## src/verilog/pbdsc_pkg.sv

```systemverilog
// Purpose: Shared constants and types for the peripheral busy/done status core
// Assumes: 16-bit I/O words, bit 0 is the most significant bit in bus numbering
// Notes:   Bus bit n maps to vector index 15-n
package pbdsc_pkg;
  localparam int unsigned WORD_W = 16;

  // Flag control field codes
  localparam logic [1:0] FC_NONE  = 2'h0;
  localparam logic [1:0] FC_START = 2'h1;
  localparam logic [1:0] FC_CLEAR = 2'h2;
  localparam logic [1:0] FC_PULSE = 2'h3;

  // Skip test field codes
  localparam logic [1:0] TF_BUSY_SET  = 2'h0;
  localparam logic [1:0] TF_BUSY_CLR  = 2'h1;
  localparam logic [1:0] TF_DONE_SET  = 2'h2;
  localparam logic [1:0] TF_DONE_CLR  = 2'h3;

  // Operation codes carried in the control word (index 15-n for bus bit n)
  localparam logic [2:0] OP_READ   = 3'h0;
  localparam logic [2:0] OP_WRITE  = 3'h1;
  localparam logic [2:0] OP_SPFWD  = 3'h2;
  localparam logic [2:0] OP_SPREV  = 3'h3;

  // Control word fields: unit in bus bits 13-15, op in bus bits 10-12, count in bus bits 0-7
  localparam int unsigned CW_UNIT_LO = 0;
  localparam int unsigned CW_OP_LO   = 3;
  localparam int unsigned CW_CNT_LO  = 8;

  // Status word bit positions (vector index)
  localparam int unsigned ST_PARITY  = 15;
  localparam int unsigned ST_ILLEGAL = 14;
  localparam int unsigned ST_WPROT   = 13;
  localparam int unsigned ST_BOT     = 12;
  localparam int unsigned ST_UNIT_LO = 0;
  localparam int unsigned ST_CNT_LO  = 4;

  localparam logic [WORD_W-1:0] WORD_ZERO = 16'h0000;
  localparam logic [7:0]        CNT_ZERO  = 8'h00;
  localparam logic [7:0]        CNT_ONE   = 8'h01;

  // Latched control parameters
  typedef struct packed {
    logic [2:0] unit;
    logic [2:0] op;
    logic [7:0] count;
  } pbdsc_ctrl_t;

  // Attached device condition lines
  typedef struct packed {
    logic wprot;
    logic bot;
    logic char_stb;
    logic par_bad;
  } pbdsc_dev_t;
endpackage : pbdsc_pkg
```

## src/verilog/pbdsc_core.sv

```systemverilog
// Purpose: Busy/done state, status word and control latch of a programmed-I/O peripheral
// Assumes: Instruction decode is outside; one strobe per I/O instruction
// Notes:   Device lines from the transport are asynchronous and are synchronised here
//
// Functional notes
// RL1: Setting busy to one starts a peripheral operation.
// RL2: Busy stays high for the whole operation.
// RL3: On completion busy clears and done sets.
// RL4: Interrupt request follows done; never requested while done is zero.
// RL5: Clearing done and setting busy is accepted as a new start.
// RL6: Clearing both flags idles the peripheral, which then stays inactive.
// RL7: Busy and done are testable directly; other flags only via status read.
// RL8: Each extra status flag has a fixed bit in the 16-bit status word.
// RL9: Passive errors set a flag silently; the operation still completes normally.
// RL10: Disallowed start sets active error, skips the operation, sets done at once.
// RL11: Bad parity character sets parity error while the read continues.
// RL12: Illegal request sets done and illegal flag together.
// RL13: Illegal means write when protected or reverse space at beginning of tape.
// RL14: Three-bit field at bus bits 13-15 selects one of eight transports.
// RL15: Control word written by program reads back as changed status.
// RL16: Changing parameters such as remaining count are readable mid-operation.
// RL17: Control parameters come from accumulator fields of an output transfer and latch.
// RL18: Data buffer under data channel needs no programmed I/O access.
// RL19: Flag code 01 starts: busy to one, done to zero.
// RL20: Flag code 10 clears: busy and done to zero.
// RL21: Flag code 11 is a peripheral-specific pulse.
// RL22: Skip test codes 00-11 select busy set, busy clear, done set, done clear.
// RL23: Error flags are cleared when a new operation starts.
`timescale 1ns/1ps
module pbdsc_core (
  // Clock and reset
  input  wire logic                        clk,
  input  wire logic                        rst,
  // Flag control from the instruction decoder
  input  wire logic                        flag_stb,
  input  wire logic [1:0]                  flag_code,
  // Control parameter output transfer
  input  wire logic                        ctrl_wr,
  input  wire logic [pbdsc_pkg::WORD_W-1:0] ctrl_word,
  // Skip test
  input  wire logic [1:0]                  test_code,
  output logic                             skip_true,
  // Status read
  output logic [pbdsc_pkg::WORD_W-1:0]     status_word,
  // Flags and interrupt
  output logic                             busy,
  output logic                             done,
  output logic                             int_req,
  output logic                             pulse_out,
  // Attached device
  input  wire pbdsc_pkg::pbdsc_dev_t       dev_in,
  output logic [2:0]                       unit_sel,
  output logic [2:0]                       op_sel,
  output logic                             op_run
);
  import pbdsc_pkg::*;

  typedef enum logic [1:0] {
    PBDSC_IDLE = 2'b00,
    PBDSC_RUN  = 2'b01,
    PBDSC_DONE = 2'b10
  } pbdsc_state_t;

  pbdsc_state_t state_r, state_nxt;
  pbdsc_ctrl_t  ctrl_r, ctrl_nxt, ctrl_nxt_r;
  pbdsc_dev_t   dev_s1_r, dev_s2_r;
  logic         stb_d_r;
  logic         par_err_r, ill_r, par_err_nxt, ill_nxt;
  logic         pulse_r;
  logic [WORD_W-1:0] status_r;

  // Two-flop synchroniser for the transport's asynchronous lines
  always_ff @(posedge clk or posedge rst) begin
    if (rst) begin
      dev_s1_r <= '0;
      dev_s2_r <= '0;
      stb_d_r  <= 1'b0;
    end else begin
      dev_s1_r <= dev_in;
      dev_s2_r <= dev_s1_r;
      stb_d_r  <= dev_s2_r.char_stb;
    end
  end

  // Flag field decode, shared by the command wires and the assertion sequences
  function automatic logic flag_is(input logic stb, input logic [1:0] code, input logic [1:0] want);
    return stb && (code == want);
  endfunction : flag_is

  // Decode of the flag field and the device events
  wire start_cmd = flag_is(flag_stb, flag_code, FC_START);  // see RL19
  wire clear_cmd = flag_is(flag_stb, flag_code, FC_CLEAR);  // see RL20
  wire pulse_cmd = flag_is(flag_stb, flag_code, FC_PULSE);  // see RL21
  wire char_evt  = dev_s2_r.char_stb && !stb_d_r;
  wire running   = (state_r == PBDSC_RUN);
  wire cur_bad   = char_evt && dev_s2_r.par_bad && (ctrl_r.op == OP_READ);
  wire last_char = char_evt && (ctrl_r.count <= CNT_ONE);

  // Parameters are taken from the freshly latched word when both arrive together
  wire pbdsc_ctrl_t eff_ctrl = ctrl_wr ? ctrl_nxt : ctrl_r;

  // Write to a protected tape or reverse space at the tape start is refused
  wire illegal = ((eff_ctrl.op == OP_WRITE) && dev_s2_r.wprot)  // see RL13
              || ((eff_ctrl.op == OP_SPREV) && dev_s2_r.bot);   // see RL13

  // Accumulator fields unpack into the control latch
  // One driver for the whole struct; unit is bus bits 13-15, see RL14
  assign ctrl_nxt = {ctrl_word[CW_UNIT_LO +: 3], ctrl_word[CW_OP_LO +: 3], ctrl_word[CW_CNT_LO +: 8]};  // see RL17

  // Next state: clear wins over a device completion, start restarts from any state
  always_comb begin
    state_nxt   = state_r;
    par_err_nxt = par_err_r;
    ill_nxt     = ill_r;
    if (clear_cmd) begin
      state_nxt = PBDSC_IDLE;                          // see RL6
    end else if (start_cmd) begin
      par_err_nxt = 1'b0;                              // see RL23
      ill_nxt     = illegal;                           // see RL10
      state_nxt   = illegal ? PBDSC_DONE : PBDSC_RUN;  // see RL1, RL5, RL12
    end else if (running) begin
      if (cur_bad) begin
        par_err_nxt = 1'b1;                            // see RL9, RL11
      end
      if (last_char) begin
        state_nxt = PBDSC_DONE;                        // see RL3
      end
    end
  end

  // Remaining count steps down per character while running
  always_comb begin
    ctrl_nxt_r = ctrl_wr ? ctrl_nxt : ctrl_r;
    if (!ctrl_wr && running && char_evt && !clear_cmd && !start_cmd) begin
      ctrl_nxt_r.count = ctrl_r.count - CNT_ONE;       // see RL16
    end
  end

  // State, parameters and error flags
  always_ff @(posedge clk or posedge rst) begin
    if (rst) begin
      state_r   <= PBDSC_IDLE;
      ctrl_r    <= '0;
      par_err_r <= 1'b0;
      ill_r     <= 1'b0;
      pulse_r   <= 1'b0;
    end else begin
      state_r   <= state_nxt;
      ctrl_r    <= ctrl_nxt_r;                         // see RL15
      par_err_r <= par_err_nxt;
      ill_r     <= ill_nxt;
      pulse_r   <= pulse_cmd;
    end
  end

  // Status word assembled combinationally, captured so the read data is a flop
  wire [WORD_W-1:0] status_nxt = WORD_ZERO
    | ({{(WORD_W-1){1'b0}}, par_err_nxt} << ST_PARITY)  // see RL8
    | ({{(WORD_W-1){1'b0}}, ill_nxt} << ST_ILLEGAL)     // see RL8
    | ({{(WORD_W-1){1'b0}}, dev_s2_r.wprot} << ST_WPROT)
    | ({{(WORD_W-1){1'b0}}, dev_s2_r.bot} << ST_BOT)
    | ({{(WORD_W-3){1'b0}}, ctrl_nxt_r.unit} << ST_UNIT_LO)
    | ({{(WORD_W-8){1'b0}}, ctrl_nxt_r.count} << ST_CNT_LO);  // see RL16

  always_ff @(posedge clk or posedge rst) begin
    if (rst) begin
      status_r <= WORD_ZERO;
    end else begin
      status_r <= status_nxt;                          // see RL7
    end
  end

  // Flag outputs; no data buffer is offered here since data moves by channel
  assign busy        = running;                        // see RL2
  assign done        = (state_r == PBDSC_DONE);
  assign int_req     = done;                           // see RL4
  assign status_word = status_r;
  assign unit_sel    = ctrl_r.unit;
  assign op_sel      = ctrl_r.op;
  assign op_run      = running;                        // see RL18
  assign pulse_out   = pulse_r;

  // Skip test select
  assign skip_true = (test_code == TF_BUSY_SET) ?  busy :  // see RL22
                     (test_code == TF_BUSY_CLR) ? !busy :
                     (test_code == TF_DONE_SET) ?  done : !done;
endmodule : pbdsc_core

```

## config.mk

```make
export PLATFORM = sky130hd
export DESIGN_NAME = pbdsc_core
export DESIGN_NICKNAME = d
export VERILOG_FILES = /design/src/verilog/pbdsc_pkg.sv /design/src/verilog/pbdsc_core.sv
export SDC_FILE = /design/constraint.sdc
export NUM_CORES = 1
export LEC_CHECK = 0
export ABC_AREA = 1
export BUFFER_PORTS_ARGS = -buffer_cell sky130_fd_sc_hd__clkbuf_2
export CAP_MARGIN = 20
export CORE_UTILIZATION = 43
export CTS_CLUSTER_DIAMETER = 120
export DETAILED_ROUTE_END_ITERATION = 10
export PLACE_DENSITY_LB_ADDON = 0.15
export SETUP_SLACK_MARGIN = 0.3
export SYNTH_ARGS = -nofsm -noshare
export SYNTH_HDL_FRONTEND = slang
export SYNTH_SLANG_ARGS = --single-unit
```

## constraint.sdc

```tcl
create_clock -name clk -period 1.1 [get_ports clk]
set_input_delay 0.165 -clock clk [delete_from_list [all_inputs] [get_ports clk]]
set_output_delay 0.165 -clock clk [all_outputs]
set_load 0.05 [all_outputs]
```

==> impl_metrics.json <==
{
  "mostFrequentLayoutCell": "nand2_1",
  "drt-pass1-iter-count": 4,
  "dp_hpwl_um": 2380,
  "synth_area_um2": 1450,
  "post-route-min-period_ns": 1.57,
  "grt_pass1_vias": 1501,
  "dr.first_iter.drc_count": 116,
  "multi_input_area_um2": 749,
  "ys_types": 22,
  "setup_viol": 33,
  "grt_pass1_wl_um": 6570,
  "peakVddDrop_v": 0.000944,
  "grt_max_degree": 31,
  "final_cells": 316,
  "p_leak_nw": 1.41,
  "synthCells": 180,
  "gp_congestion": 0.801,
  "clock_skew_ns": 0.0174,
  "synth_area_per_cell_um2": 8.06,
  "critPathKind": "flop to output port",
  "clock_latency_ns": 0.34,
  "status": "finished, violations left",
  "critPathMaxFanout": 3,
  "cellPowerDensity_nw_per_um2": 1330,
  "wirelength_um": 5140,
  "overflow": 0,
  "clkSlewWorstSetupHoldPaths_ns": 0.12,
  "hold_path.class": "input pin to flop",
  "cap_viol_max_count": 0,
  "required_ns": 0.94,
  "h-tree-depth": 2,
  "dp_cells": 286,
  "cts_buffers": 5,
  "hold_viol": 0,
  "wl_per_cell_um": 16.3,
  "cp-start-kind": "flop",
  "ys_ff_latch": 30,
  "cts.sinks": 30,
  "fin_crit_sh_pct": 143,
  "clockBufferDepth": 2,
  "rows": 20,
  "die_area_um2": 3610,
  "yosysWarningCount": 0,
  "drv_slew": 0,
  "n_antenna_cell": 0,
  "violations": "setup timing",
  "endpoint_kind": "output port",
  "start_util_pct": 46.4,
  "drc": 0,
  "hold-worst-slack_ns": 0.0374,
  "regArea_um2": 767,
  "syn_nets": 210,
  "nFillCells": 130,
  "grtUsageTotal_pct": 25.6,
  "setup_ws_ns": -0.470,
  "vias_per_cell": 5.08,
  "ant_nets": 0,
  "max_freq_mhz": 637,
  "final_nets": 301,
  "mostFrequentLayoutCells": "nand2_1, clkbuf_2",
  "ys_seq_area_share_pct": 51.8,
  "design.core.area_um2": 3130,
  "io_pins": 56,
  "io_buffers": 52,
  "root_buffer": "clkbuf_4",
  "arrival_ns": 1.41,
  "dieHeight_um": 60.1,
  "fp.dieW_um": 60.1,
  "rsz0062_at_grt": "true",
  "antenna_found_initial": 0,
  "area_growth_pct": 89.5,
  "drive_gt1_share_pct": 59.2,
  "vias": 1606,
  "cts_tree": "built"
}
-- sequential cells by signal, summed over array words and instances (netlist names) --
register	cells
ctrl_r	7
status_word	6
dev_s1_r	4
dev_s2_r	4
op_sel	3
state_r	2
unit_sel	2
pulse_out	1
stb_d_r	1
-- what timing repair did --
item                                    in CTS  in global routing
gates cloned                                 1                  0
hold buffers                                 5                  0
pin swaps                                   24                 18
endpoints found under the setup margin      39                 50
buffers inserted                            10                  6
hold endpoints to repair                    34                  0
resized for setup                           94                 46
-- metrics by stage --
stage / instance area, um^2 / setup TNS [ns] / util (%) / power [mW] / worst slack, ns
2_1_floorplan: 1570 / -2.64 / - / 2.05 / -0.291
3_3_place_gp: 1940 / -1.15 / 62.1 / 2.29 / -0.180
3_5_place_dp: 1940 / -1.65 / 62.1 / 2.31 / -0.198
4_1_cts: 2590 / -5.34 / 82.7 / 3.45 / -0.461
5_1_grt: 2750 / -8.46 / 87.8 / 3.82 / -0.543
6_report: 2750 / -6.97 / 87.8 / 3.67 / -0.470
-- Yosys cell counts, drive strengths merged --
| cell | n | area share, % |
|---|---|---|
| nand2 | 62 | 17 |
| dfrtp | 30 | 52 |
| inv | 26 | 6.7 |
| nand3 | 18 | 6.6 |
| nor2 | 15 | 4.7 |
| buf | 9 | 4.5 |
| o21ai | 9 | 3.1 |
| xor2 | 3 | 1.8 |
| ha | 2 | 1.7 |
| clkbuf | 1 | 0.26 |
| conb | 1 | 0.26 |
| nand3b | 1 | 0.52 |
| nand4 | 1 | 0.43 |
| nor4 | 1 | 0.43 |
| xnor2 | 1 | 0.60 |
-- power breakdown --
group	internal, mW	leakage, nW	total [mW]	switching, mW
combinational	0.739	1.03	1.61	0.874
clock	0.307	0.0343	0.747	0.440
sequential	1.20	0.347	1.31	0.104
total	2.25	1.41	3.67	1.42
-- path summary, 6_finish.rpt --
check                                       start                     to  slack, ns  cells past startpoint
max                        state_r[0]$_DFFE_PP0P_              skip_true      -0.47                      6
min                                  ctrl_word[9]  ctrl_r[1]$_DFFE_PP0P_       0.04                      3
max reg2reg                state_r[1]$_DFFE_PP0P_  ctrl_r[5]$_DFFE_PP0P_      -0.41                      9
min reg2reg                 dev_s1_r[3]$_DFF_PP0_  dev_s2_r[3]$_DFF_PP0_       0.36                      0
max in group asynchronous                     rst  ctrl_r[5]$_DFFE_PP0P_       0.47                      4
min in group asynchronous                     rst  ctrl_r[1]$_DFFE_PP0P_       0.37                      4
-- critical path, cell delays in order (launching register included) --
cell and delay [ns]:
dfrtp_1 0.41, inv_2 0.11, nand2_4 0.08, nand2_2 0.09
o21ai_4 0.08, xnor2_4 0.14, buf_8 0.16
-- final cells by class --
type,instances,area share (%)
Sequential cell,30,27.9
Clock buffer,6,1.87
Clock inverter,2,0.455
Multi-Input combinational cell,115,27.3
Tap cell,44,2.00
Timing Repair Buffer,93,36.7
Inverter,26,3.78
-- kinds of logic after synthesis --
family	after synthesis	synth area share [%]
simple gates	98	29.2
xor+xnor	4	2.42
compound gates	9	3.11
fa+ha+maj	2	1.73
other cells	1	0.259
flops	30	51.8
buf+inv	36	11.5
-- metal layers --
layer / GRT usage [%] / routed length, um / vias to the layer above
met5: 0 / 0 / -
met4: 8.97 / 155 / 0
met3: 6.49 / 230 / 18
met2: 46.5 / 2710 / 64
met1: 28.8 / 2040 / 801
li1: - / - / 723
Note: power is estimated with default switching activity, not from simulation.
